### config.mk
export PLATFORM = sky130hd
export DESIGN_NAME = arch_regfile
export DESIGN_NICKNAME = d
export VERILOG_FILES = /design/src/arch_regfile_pkg.sv /design/src/arch_regfile.sv
export SDC_FILE = /design/constraint.sdc
export NUM_CORES = 2
export LEC_CHECK = 0
export BUFFER_PORTS_ARGS = -buffer_cell sky130_fd_sc_hd__buf_2
export CORE_ASPECT_RATIO = 1.2
export CORE_UTILIZATION = 69
export CTS_BUF_LIST = sky130_fd_sc_hd__clkbuf_8
export CTS_CLUSTER_SIZE = 8
export DETAILED_ROUTE_END_ITERATION = 8
export GPL_TIMING_DRIVEN = 0
export PLACE_DENSITY = 0.87
export SLEW_MARGIN = 20
export SYNTH_ARGS = -nofsm -noshare
export SYNTH_HDL_FRONTEND = slang
export SYNTH_SLANG_ARGS = --single-unit
### constraint.sdc
create_clock -name CLK_SYS_IN -period 6.4 [get_ports CLK_SYS_IN]
set_input_delay 1.28 -clock CLK_SYS_IN [delete_from_list [all_inputs] [get_ports CLK_SYS_IN]]
set_output_delay 1.28 -clock CLK_SYS_IN [all_outputs]
set_load 0.1 [all_outputs]
### src/arch_regfile_pkg.sv
/*
 * Shared constants and carrier types for the architected register file:
 * register map, field positions, reset values and the request structs.
 * Assumes one core clock; all users reference items as arch_regfile_pkg::name.
 */
package arch_regfile_pkg;
    // array geometry
    localparam int NUM_GPR = 32;
    localparam int GPR_W = 32;
    localparam int NUM_FPR = 32;
    localparam int FPR_W = 64;
    localparam int NUM_SEG = 16;
    localparam int REG_W = 32;
    localparam int CR_FIELD_W = 4;
    localparam int ADDR_W = 8;

    // register map, byte addresses on the plain register port
    localparam logic [7:0] OFS_CR = 8'h00;
    localparam logic [7:0] OFS_FLOAT_STATUS_CONTROL = 8'h04;
    localparam logic [7:0] OFS_MSR = 8'h08;
    localparam logic [7:0] OFS_MSR_SAVE = 8'h0C;
    localparam logic [7:0] OFS_IRQ_STAT = 8'h10;
    localparam logic [7:0] OFS_IRQ_MASK = 8'h14;
    localparam logic [7:0] OFS_IMPL0 = 8'h18;
    localparam logic [7:0] OFS_IMPL1 = 8'h1C;
    localparam logic [7:0] OFS_SEG_BASE = 8'h40;
    localparam logic [7:0] OFS_SEG_LAST = 8'h7C;

    // reset values
    localparam logic [31:0] CR_RESET = 32'h0000_0000;
    localparam logic [31:0] FLOAT_STATUS_CONTROL_RESET = 32'h0000_0000;
    localparam logic [31:0] MSR_RESET = 32'h0000_0000;
    localparam logic [31:0] IMPL_RESET = 32'h0000_0000;
    localparam logic [3:0] IMPL_TAG_DEFAULT = 4'h1; // arbitrary identification tag

    // machine state word: privilege bit (1 = user)
    localparam int MSR_PR_POS = 14;

    // float status/control layout
    localparam int FLOAT_STATUS_CONTROL_FX_POS = 31;
    localparam int FLOAT_STATUS_CONTROL_FEX_POS = 30;
    localparam int FLOAT_STATUS_CONTROL_EXC_LSB = 25;
    localparam int FLOAT_STATUS_CONTROL_EXC_W = 5;
    localparam int FLOAT_STATUS_CONTROL_EN_LSB = 3;
    localparam int FLOAT_STATUS_CONTROL_RN_LSB = 0;
    localparam int FLOAT_STATUS_CONTROL_RN_W = 2;

    // interrupt status / mask bits
    localparam int IRQ_W = 3;
    localparam int IRQ_PRIV_POS = 0;
    localparam int IRQ_EXC_POS = 1;
    localparam int IRQ_FP_POS = 2;

    // segment entry layout; type bit is the most significant bit
    localparam int SEG_TYPE_POS = 31;
    localparam int SEG_KS_POS = 30;
    localparam int SEG_KP_POS = 29;
    localparam int SEG_N_POS = 28;
    localparam int SEG_BUID_LSB = 20;
    localparam int SEG_BUID_W = 9;
    localparam int SEG_VSID_W = 24;
    localparam int SEG_CTRL_W = 20;

    typedef logic [4:0] reg_idx_t;
    typedef logic [3:0] seg_idx_t;

    typedef struct packed {
        reg_idx_t src_a;
        reg_idx_t src_b;
        logic use_imm;
        logic [31:0] imm;
    } gpr_rd_req_t;

    typedef struct packed {
        logic en;
        reg_idx_t dst;
        logic [31:0] data;
    } gpr_wr_t;

    typedef struct packed {
        reg_idx_t src;
        reg_idx_t dst_unused;
    } fpr_rd_req_t;

    typedef struct packed {
        logic en;
        reg_idx_t dst;
        logic dbl;
        logic [63:0] data;
    } fpr_wr_t;

    typedef struct packed {
        logic dbl;
        logic [63:0] data;
    } fpr_val_t;

    typedef struct packed {
        logic en;
        logic [2:0] field;
        logic [3:0] value;
    } cr_upd_t;

    typedef enum logic [1:0] {PK_MSR_WRITE, PK_SEG_WRITE, PK_TRANSLATION, PK_OTHER} priv_kind_t;

    typedef struct packed {
        logic valid;
        priv_kind_t kind;
        seg_idx_t idx;
        logic [31:0] data;
    } priv_req_t;

    typedef struct packed {
        logic io_seg;
        logic ks;
        logic kp;
        logic no_exec;
        logic [23:0] vsid;
        logic [8:0] bus_unit;
        logic [19:0] ctrl;
    } seg_view_t;
endpackage

### src/arch_regfile.sv
/*
 * Architected register set of a 32-bit superscalar core: integer and float
 * arrays, condition fields, float status/control, machine state with exception
 * save/restore, segment entries, implementation registers and privilege checks.
 * Assumes every input comes from logic on CLK_SYS_IN; no synchronisers needed.
 */
// Chosen here: the register offsets and the address-and-strobe port.
`timescale 1ns/10ps

// Function
// - thirty-two integer registers, 32 bits each
// - integer operands read, results written here
// - thirty-two 64-bit float registers for operands
// - float entries hold single or double format
// - condition word: eight 4-bit fields, updated, tested
// - two sources plus separate target register
// - operand from register or instruction immediate
// - float status: flags, summaries, enables, rounding
// - 32-bit machine state, supervisor access only
// - save machine state on exception, restore after
// - exactly two privilege levels: supervisor, user
// - state-changing instructions only in supervisor mode
// - sixteen 32-bit segment registers
// - segment layout chosen by most significant bit
// - no time base; own implementation registers
// - privilege taken from machine state privilege bit
module arch_regfile (
    input wire logic CLK_SYS_IN, // core clock, 40 MHz
    input wire logic RST_N_IN, // async reset, active low
    input wire logic [7:0] REG_ADDR_IN, // register port byte address
    input wire logic [31:0] REG_WDATA_IN, // register port write data
    input wire logic REG_WR_IN, // register write strobe
    input wire logic REG_RD_IN, // register read strobe
    output logic [31:0] REG_RDATA_OUT, // read data, cycle after strobe
    input wire arch_regfile_pkg::gpr_rd_req_t GPR_RD_IN, // integer operand request
    output logic [31:0] GPR_OP_A_OUT, // operand a, next cycle
    output logic [31:0] GPR_OP_B_OUT, // operand b or immediate
    input wire arch_regfile_pkg::gpr_wr_t GPR_WR_IN, // integer result write
    input wire arch_regfile_pkg::reg_idx_t FPR_RD_IDX_IN, // float operand index
    output arch_regfile_pkg::fpr_val_t FPR_OP_OUT, // float operand with format
    input wire arch_regfile_pkg::fpr_wr_t FPR_WR_IN, // float result write
    input wire arch_regfile_pkg::cr_upd_t CR_UPD_IN, // condition field update
    input wire logic [4:0] CR_TEST_BIT_IN, // condition bit for branch test
    output logic CR_TEST_OUT, // tested bit, next cycle
    input wire logic [4:0] FP_EXC_IN, // float exception pulses
    output logic [1:0] FP_ROUND_OUT, // rounding control
    input wire logic EXC_TAKE_IN, // exception taken pulse
    input wire logic EXC_RETURN_IN, // exception return pulse
    input wire arch_regfile_pkg::priv_req_t PRIV_REQ_IN, // privileged instruction
    output logic PRIV_GRANT_OUT, // privileged request granted, supervisor mode
    output logic PRIV_VIOL_OUT, // privilege violation pulse
    output logic USER_MODE_OUT, // 1 while at user privilege
    input wire arch_regfile_pkg::seg_idx_t SEG_SEL_IN, // segment to decode
    output arch_regfile_pkg::seg_view_t SEG_VIEW_OUT, // decoded segment entry
    output logic IRQ_OUT // level interrupt
);
    logic [31:0] gpr_r [arch_regfile_pkg::NUM_GPR];
    logic [63:0] fpr_r [arch_regfile_pkg::NUM_FPR];
    logic [arch_regfile_pkg::NUM_FPR-1:0] fpr_dbl_r;
    logic [31:0] seg_r [arch_regfile_pkg::NUM_SEG];
    logic [31:0] cr_r;
    logic [31:0] float_status_control_r;
    logic [31:0] msr_r;
    logic [31:0] msr_save_r;
    logic [31:0] impl0_r;
    logic [31:0] impl1_r;
    logic [arch_regfile_pkg::IRQ_W-1:0] irq_stat_r;
    logic [arch_regfile_pkg::IRQ_W-1:0] irq_mask_r;
    logic fex_prev_r;

    // privilege decode: two levels, one bit decides
    wire user_mode = msr_r[arch_regfile_pkg::MSR_PR_POS];

    // register port address decode
    wire hit_cr = (REG_ADDR_IN == arch_regfile_pkg::OFS_CR);
    wire hit_float_status_control = (REG_ADDR_IN == arch_regfile_pkg::OFS_FLOAT_STATUS_CONTROL);
    wire hit_msr = (REG_ADDR_IN == arch_regfile_pkg::OFS_MSR);
    wire hit_msr_save = (REG_ADDR_IN == arch_regfile_pkg::OFS_MSR_SAVE);
    wire hit_stat = (REG_ADDR_IN == arch_regfile_pkg::OFS_IRQ_STAT);
    wire hit_mask = (REG_ADDR_IN == arch_regfile_pkg::OFS_IRQ_MASK);
    wire hit_impl0 = (REG_ADDR_IN == arch_regfile_pkg::OFS_IMPL0);
    wire hit_impl1 = (REG_ADDR_IN == arch_regfile_pkg::OFS_IMPL1);
    wire hit_seg = (REG_ADDR_IN >= arch_regfile_pkg::OFS_SEG_BASE) &&
                   (REG_ADDR_IN <= arch_regfile_pkg::OFS_SEG_LAST) && (REG_ADDR_IN[1:0] == 2'h0);
    wire [3:0] seg_bus_idx = REG_ADDR_IN[5:2];
    // supervisor-only items: machine state, its save copy, segments, implementation regs
    wire hit_super = hit_msr | hit_msr_save | hit_seg | hit_impl0 | hit_impl1;
    wire bus_access = REG_WR_IN | REG_RD_IN;
    wire bus_viol = bus_access & hit_super & user_mode;
    wire bus_wr_ok = REG_WR_IN & ~(hit_super & user_mode);

    // privileged instruction check
    wire priv_ok = PRIV_REQ_IN.valid & ~user_mode;
    wire priv_viol = PRIV_REQ_IN.valid & user_mode;
    wire priv_msr_wr = priv_ok & (PRIV_REQ_IN.kind == arch_regfile_pkg::PK_MSR_WRITE);
    wire priv_seg_wr = priv_ok & (PRIV_REQ_IN.kind == arch_regfile_pkg::PK_SEG_WRITE);

    // operand b selection: register or immediate
    wire [31:0] op_b_sel = GPR_RD_IN.use_imm ? GPR_RD_IN.imm : gpr_r[GPR_RD_IN.src_b];

    // float status summaries
    wire [4:0] fp_flags = float_status_control_r[arch_regfile_pkg::FLOAT_STATUS_CONTROL_EXC_LSB +: arch_regfile_pkg::FLOAT_STATUS_CONTROL_EXC_W];
    wire [4:0] fp_enables = float_status_control_r[arch_regfile_pkg::FLOAT_STATUS_CONTROL_EN_LSB +: arch_regfile_pkg::FLOAT_STATUS_CONTROL_EXC_W];
    wire [4:0] fp_flags_nxt = fp_flags | FP_EXC_IN;
    wire fex_nxt = |(fp_flags_nxt & fp_enables);

    // segment decode: type bit selects the meaning of the rest
    wire [31:0] seg_sel_word = seg_r[SEG_SEL_IN];
    wire seg_io = seg_sel_word[arch_regfile_pkg::SEG_TYPE_POS];

    // condition field write mask from the update port
    wire [4:0] cr_lsb = 5'(5'd28 - {CR_UPD_IN.field, 2'b00});
    wire [31:0] cr_field_mask = 32'(4'hF) << cr_lsb;
    wire [31:0] cr_field_val = 32'(CR_UPD_IN.value) << cr_lsb;

    // read mux for the register port; unmapped reads give zero
    wire [31:0] stat_word = 32'(irq_stat_r);
    wire [31:0] mask_word = 32'(irq_mask_r);
    wire [31:0] rd_mux = bus_viol ? 32'h0000_0000 :
                         hit_cr ? cr_r :
                         hit_float_status_control ? float_status_control_r :
                         hit_msr ? msr_r :
                         hit_msr_save ? msr_save_r :
                         hit_stat ? stat_word :
                         hit_mask ? mask_word :
                         hit_impl0 ? impl0_r :
                         hit_impl1 ? impl1_r :
                         hit_seg ? seg_r[seg_bus_idx] : 32'h0000_0000;

    // events feeding the interrupt status
    wire [arch_regfile_pkg::IRQ_W-1:0] irq_evt;
    assign irq_evt[arch_regfile_pkg::IRQ_PRIV_POS] = bus_viol | priv_viol;
    assign irq_evt[arch_regfile_pkg::IRQ_EXC_POS] = EXC_TAKE_IN;
    assign irq_evt[arch_regfile_pkg::IRQ_FP_POS] = fex_nxt & ~fex_prev_r;
    wire [arch_regfile_pkg::IRQ_W-1:0] irq_clr = (REG_WR_IN && hit_stat) ?
                                                 REG_WDATA_IN[arch_regfile_pkg::IRQ_W-1:0] : '0;
    // set wins over a same-cycle write-one-to-clear
    wire [arch_regfile_pkg::IRQ_W-1:0] irq_stat_nxt = (irq_stat_r & ~irq_clr) | irq_evt;

    // integer array: one write port; reads registered so a write shows next cycle
    always_ff @(posedge CLK_SYS_IN) begin
        if (GPR_WR_IN.en) begin
            gpr_r[GPR_WR_IN.dst] <= GPR_WR_IN.data;
        end
    end

    // float array with a per-entry format tag
    always_ff @(posedge CLK_SYS_IN) begin
        if (FPR_WR_IN.en) begin
            fpr_r[FPR_WR_IN.dst] <= FPR_WR_IN.data;
        end
    end

    // format tags reset to double so stale entries read a defined format
    always_ff @(posedge CLK_SYS_IN or negedge RST_N_IN) begin
        if (!RST_N_IN) begin
            fpr_dbl_r <= '1;
        end else if (FPR_WR_IN.en) begin
            fpr_dbl_r[FPR_WR_IN.dst] <= FPR_WR_IN.dbl;
        end
    end

    // segment entries, writable by privileged instruction or supervisor bus write
    always_ff @(posedge CLK_SYS_IN) begin
        if (priv_seg_wr) begin
            seg_r[PRIV_REQ_IN.idx] <= PRIV_REQ_IN.data;
        end else if (bus_wr_ok && hit_seg) begin
            seg_r[seg_bus_idx] <= REG_WDATA_IN;
        end
    end

    // operand outputs; both read ports serve one instruction each cycle
    always_ff @(posedge CLK_SYS_IN or negedge RST_N_IN) begin
        if (!RST_N_IN) begin
            GPR_OP_A_OUT <= 32'h0000_0000;
            GPR_OP_B_OUT <= 32'h0000_0000;
            FPR_OP_OUT <= '0;
        end else begin
            GPR_OP_A_OUT <= gpr_r[GPR_RD_IN.src_a];
            GPR_OP_B_OUT <= op_b_sel;
            FPR_OP_OUT <= {fpr_dbl_r[FPR_RD_IDX_IN], fpr_r[FPR_RD_IDX_IN]};
        end
    end

    // condition word: execution update has priority over a software write
    always_ff @(posedge CLK_SYS_IN or negedge RST_N_IN) begin
        if (!RST_N_IN) begin
            cr_r <= arch_regfile_pkg::CR_RESET;
            CR_TEST_OUT <= 1'b0;
        end else begin
            if (CR_UPD_IN.en) begin
                cr_r <= (cr_r & ~cr_field_mask) | cr_field_val;
            end else if (REG_WR_IN && hit_cr) begin
                cr_r <= REG_WDATA_IN;
            end
            CR_TEST_OUT <= cr_r[5'(5'd31 - CR_TEST_BIT_IN)];
        end
    end

    // float status: sticky flags, summaries recomputed every cycle without a register port write to it
    always_ff @(posedge CLK_SYS_IN or negedge RST_N_IN) begin
        if (!RST_N_IN) begin
            float_status_control_r <= arch_regfile_pkg::FLOAT_STATUS_CONTROL_RESET;
            fex_prev_r <= 1'b0;
        end else begin
            if (REG_WR_IN && hit_float_status_control) begin
                float_status_control_r <= REG_WDATA_IN;
            end else begin
                float_status_control_r[arch_regfile_pkg::FLOAT_STATUS_CONTROL_EXC_LSB +: arch_regfile_pkg::FLOAT_STATUS_CONTROL_EXC_W] <= fp_flags_nxt;
                float_status_control_r[arch_regfile_pkg::FLOAT_STATUS_CONTROL_FX_POS] <= float_status_control_r[arch_regfile_pkg::FLOAT_STATUS_CONTROL_FX_POS] | (|FP_EXC_IN);
                float_status_control_r[arch_regfile_pkg::FLOAT_STATUS_CONTROL_FEX_POS] <= fex_nxt;
            end
            fex_prev_r <= fex_nxt;
        end
    end

    // machine state: exception entry saves and drops to supervisor, return restores
    always_ff @(posedge CLK_SYS_IN or negedge RST_N_IN) begin
        if (!RST_N_IN) begin
            msr_r <= arch_regfile_pkg::MSR_RESET;
            msr_save_r <= arch_regfile_pkg::MSR_RESET;
        end else if (EXC_TAKE_IN) begin
            msr_save_r <= msr_r;
            msr_r[arch_regfile_pkg::MSR_PR_POS] <= 1'b0;
        end else if (EXC_RETURN_IN) begin
            msr_r <= msr_save_r;
        end else if (priv_msr_wr) begin
            msr_r <= PRIV_REQ_IN.data;
        end else if (bus_wr_ok && hit_msr) begin
            msr_r <= REG_WDATA_IN;
        end else if (bus_wr_ok && hit_msr_save) begin
            msr_save_r <= REG_WDATA_IN;
        end
    end

    // implementation registers replace the absent time base
    always_ff @(posedge CLK_SYS_IN or negedge RST_N_IN) begin
        if (!RST_N_IN) begin
            impl0_r <= arch_regfile_pkg::IMPL_RESET;
            impl1_r <= {28'h000_0000, arch_regfile_pkg::IMPL_TAG_DEFAULT};
        end else if (bus_wr_ok && hit_impl0) begin
            impl0_r <= REG_WDATA_IN;
        end else if (bus_wr_ok && hit_impl1) begin
            impl1_r <= REG_WDATA_IN;
        end
    end

    // interrupt status, mask and level output
    always_ff @(posedge CLK_SYS_IN or negedge RST_N_IN) begin
        if (!RST_N_IN) begin
            irq_stat_r <= '0;
            irq_mask_r <= '0;
            IRQ_OUT <= 1'b0;
        end else begin
            irq_stat_r <= irq_stat_nxt;
            if (REG_WR_IN && hit_mask) begin
                irq_mask_r <= REG_WDATA_IN[arch_regfile_pkg::IRQ_W-1:0];
            end
            IRQ_OUT <= |(irq_stat_nxt & ((REG_WR_IN && hit_mask) ?
                         REG_WDATA_IN[arch_regfile_pkg::IRQ_W-1:0] : irq_mask_r));
        end
    end

    // port answers: read data, grants, violations, mode and segment view
    always_ff @(posedge CLK_SYS_IN or negedge RST_N_IN) begin
        if (!RST_N_IN) begin
            REG_RDATA_OUT <= 32'h0000_0000;
            PRIV_GRANT_OUT <= 1'b0;
            PRIV_VIOL_OUT <= 1'b0;
            USER_MODE_OUT <= 1'b0;
            FP_ROUND_OUT <= 2'b00;
            SEG_VIEW_OUT <= '0;
        end else begin
            REG_RDATA_OUT <= REG_RD_IN ? rd_mux : 32'h0000_0000;
            PRIV_GRANT_OUT <= priv_ok;
            PRIV_VIOL_OUT <= bus_viol | priv_viol;
            USER_MODE_OUT <= user_mode;
            FP_ROUND_OUT <= float_status_control_r[arch_regfile_pkg::FLOAT_STATUS_CONTROL_RN_LSB +: arch_regfile_pkg::FLOAT_STATUS_CONTROL_RN_W];
            SEG_VIEW_OUT.io_seg <= seg_io;
            SEG_VIEW_OUT.ks <= seg_sel_word[arch_regfile_pkg::SEG_KS_POS];
            SEG_VIEW_OUT.kp <= seg_sel_word[arch_regfile_pkg::SEG_KP_POS];
            // the two layouts share protection keys; the rest is either/or
            SEG_VIEW_OUT.no_exec <= seg_io ? 1'b0 : seg_sel_word[arch_regfile_pkg::SEG_N_POS];
            SEG_VIEW_OUT.vsid <= seg_io ? 24'h00_0000 : seg_sel_word[arch_regfile_pkg::SEG_VSID_W-1:0];
            SEG_VIEW_OUT.bus_unit <= seg_io ?
                seg_sel_word[arch_regfile_pkg::SEG_BUID_LSB +: arch_regfile_pkg::SEG_BUID_W] : 9'h000;
            SEG_VIEW_OUT.ctrl <= seg_io ? seg_sel_word[arch_regfile_pkg::SEG_CTRL_W-1:0] : 20'h0_0000;
        end
    end
endmodule

==> out/summary.txt <==
status: completed
clk buf depth: 4
Crit path max-delay family: buffers and inverters
minimum clock period after layout: 4439 ps
first-pass GRT wire length: 785.5 mm
port bufs: 469
Place WS: 1164 ps
Gate Count Post-Synth: 7770
Residual DRC: 0
skew final: 69.21 ps
Worst Setup SP: REG_ADDR_IN[4]
sequential element share of the synthesized area: 0.7166
CP required: 7160 ps
vias per cell: 7.927
Final Hold Vio Count: 0
row count: 197
Netlist Area Pre-Place: 166200 um^2
reg-to-reg slack, setup: 2530 ps
Root Buffer Master: clkbuf_8
Critical-path top delay cell: buf_1
reg2reg start: msr_r[14]
Final setup viols: 0
fmax: 0.2253 GHz
aggregate global routing overflow: 0
Util after Layout: 0.7917
postcts setup bufs: 0
total negative slack: 0 ps
Sink Count: 4040
crit-path cells: buf_2 -> buf_2 -> buf_1 -> clkbuf_1 -> clkbuf_1 -> a31oi_1 -> nor2_4 -> buf_16
Max-cap violations: 0
maximum vdd ir drop: 0.2450 mV
CP max FO: 17
worst slew pin tran: 1353 ps
r2r worst-path depth: 6
fillers: 10903
cts hold-fix bufs: 0
layout cell share with drive strength beyond 1: 0.3690
Tcrit/Tclk final: 0.6935
die area: 242800 um^2
Final WS setup: 1961 ps
Resized cells post-CTS: 0
PD cells: 290.9 nW/um^2
async set-reset flop share out of synthesis: 0.1129
Pleak: 64.02 nW
Reg-to-Reg End: seg_r[4][3]
GPL Wtd Cong: 0.9934
initial antenna violation count: 114
DR vias: 101314
fin nets: 9367
die extent in y: 539.6 um
area of the multi-input gates: 45540 um^2
slowest stage delay, CP: 780 ps
WL final: 571.0 mm
relative slew slack: 0.09819
CTS H-tree depth: 6
DP Wirelength: 376.1 mm
Max Slew Vio Count: 0
initial drt markers: 19267
largest net degree at the start of global routing: 91
Area growth, synth to finish: 14.26%
worst hold path type: in -> async
WP buf/inv: 6
clock latency at the later pin of the worst-skew pair: 1150 ps
crit path kind: in -> reg
vias in the first global route: 102821
drt pass-1 iters: 8
unrepaired setup endpoints after global routing: no
critical path launch point type: input pin
core area: 239800 um^2
CP Capture Type: flip-flop
most frequent cells in the layout: edfxtp_1, mux4_2, clkbuf_8, buf_2, dfrtp_1
warning count from the yosys run: 0
commonest non-fill, non-tap cell in the layout: edfxtp_1
Syn Area/Cell: 21.39 um^2
Die Span X: 450.0 um
Seq cells post-synth: 4040
Final ANT Viol Nets: 0
Starting Density: 0.6929
unique cell type count in the Yosys netlist: 61
synthesized net count: 8034
ys flop type: edfxtp_1
FF+latch area: 119100 um^2
total CTS buffers: 619
Tot GR Track Use: 0.4767
WL/cell: 44.68 um
CTS tree: yes
Worst Path Arrival: 5200 ps
Ports: 489
EDFF count, synth: 3584
Clk pin slew, worst setup/hold paths: 60 ps
## registers in the layout, summed over array words and instances, names as in the netlist, 57 cells and up
signal,flops
FPR_OP_OUT,65
SEG_VIEW_OUT,57
fpr_r,2048
gpr_r,1024
seg_r,512
## worst max path at each step
| stage | end | slack (ps) | cells after the start |
|---|---|---|---|
| 6_report | seg_r[4][3] | 1960 | 8 |
| 5_1_grt | seg_r[4][5] | 2060 | 8 |
| 4_1_cts | seg_r[4][2] | 2230 | 8 |
| 3_5_place_dp | seg_r[5][11] | 1160 | 8 |
| 3_3_place_gp | SEG_VIEW_OUT[47] | -6470 | 1 |
| 2_1_floorplan | fpr_dbl_r[12] | 1140 | 4 |
## synth_stat cells, types with 4 or more instances
master | n | area share
buf_2 | 85 | 0.0026
o22ai_1 | 154 | 0.0058
nand2b_1 | 20 | 0.00075
mux2_4 | 30 | 0.0027
a41oi_1 | 4 | 0.00021
or2_2 | 12 | 0.00045
o2111ai_1 | 14 | 0.00074
or3b_2 | 6 | 0.00032
mux2_2 | 181 | 0.012
or3_1 | 5 | 0.00019
mux4_2 | 1539 | 0.21
edfxtp_1 | 3584 | 0.65
nor2b_1 | 40 | 0.0015
dfrtp_1 | 423 | 0.064
inv_1 | 42 | 0.00095
and2_1 | 35 | 0.0013
nor3_1 | 8 | 0.00024
nor4b_1 | 4 | 0.00021
nand3b_1 | 16 | 0.00072
nand3_1 | 14 | 0.00042
nor2_1 | 171 | 0.0039
o211a_1 | 5 | 0.00030
mux2i_1 | 71 | 0.0043
dfstp_2 | 33 | 0.0052
o221a_2 | 7 | 0.00047
or4_1 | 33 | 0.0015
a31oi_1 | 7 | 0.00026
o211ai_1 | 8 | 0.00036
o21ai_0 | 255 | 0.0077
clkbuf_1 | 324 | 0.0073
a2111oi_0 | 17 | 0.00090
nor4_1 | 20 | 0.00075
nand2_1 | 350 | 0.0079
a21oi_1 | 113 | 0.0034
nand4_1 | 4 | 0.00015
buf_1 | 96 | 0.0022
## logic make-up after synthesis
kind of cell           Yosys count  share of synthesized area
multiplexers                  1821                     0.2278
flip-flops                    4040                     0.7166
AO/OA/AOI/OAI                  603                    0.02111
AND/OR/NAND/NOR                752                    0.02111
buffers and inverters          554                    0.01337
## per-stage QoR
| stage | total power, mW | hold WS [ps] | std cells | cell area [um^2] |
|---|---|---|---|---|
| 2_1_floorplan | 33.48 | 351.9 | 7770 | 166200 |
| 3_3_place_gp | 35.17 | 447.5 | 11423 | 172500 |
| 3_5_place_dp | 35.60 | 441.0 | 11659 | 178600 |
| 4_1_cts | 54.83 | 85.71 | 12709 | 189500 |
| 5_1_grt | 56.19 | 102.2 | 12747 | 189800 |
| 6_report | 55.24 | 80.88 | 12781 | 189900 |
## layer usage
layer	wire [um]	track usage	vias up
met5	607	0.003165	-
met4	56450	0.3740	86
met3	88680	0.1766	3254
met2	265100	0.7175	11912
met1	160200	0.5588	50348
li1	-	-	35714
## power breakdown
part           internal [mW]  total (mW)  switching [mW]
Clock                   9.60        19.9            10.3
Sequential              29.3        29.7           0.354
Combinational           1.77        5.61            3.84
Total                   40.7        55.2            14.5
## final cells by class
type / instances / share of cell area
flip-flops and latches: 4040 / 0.6271
multi-input cells: 3176 / 0.2398
clock buffers: 667 / 0.04835
repair buffers: 712 / 0.04159
well taps: 3184 / 0.02098
plain buffers: 512 / 0.01153
clock inverters: 383 / 0.008883
diodes: 65 / 0.0008567
inverters: 42 / 0.0008303
Note: power is estimated with default switching activity, not from simulation.
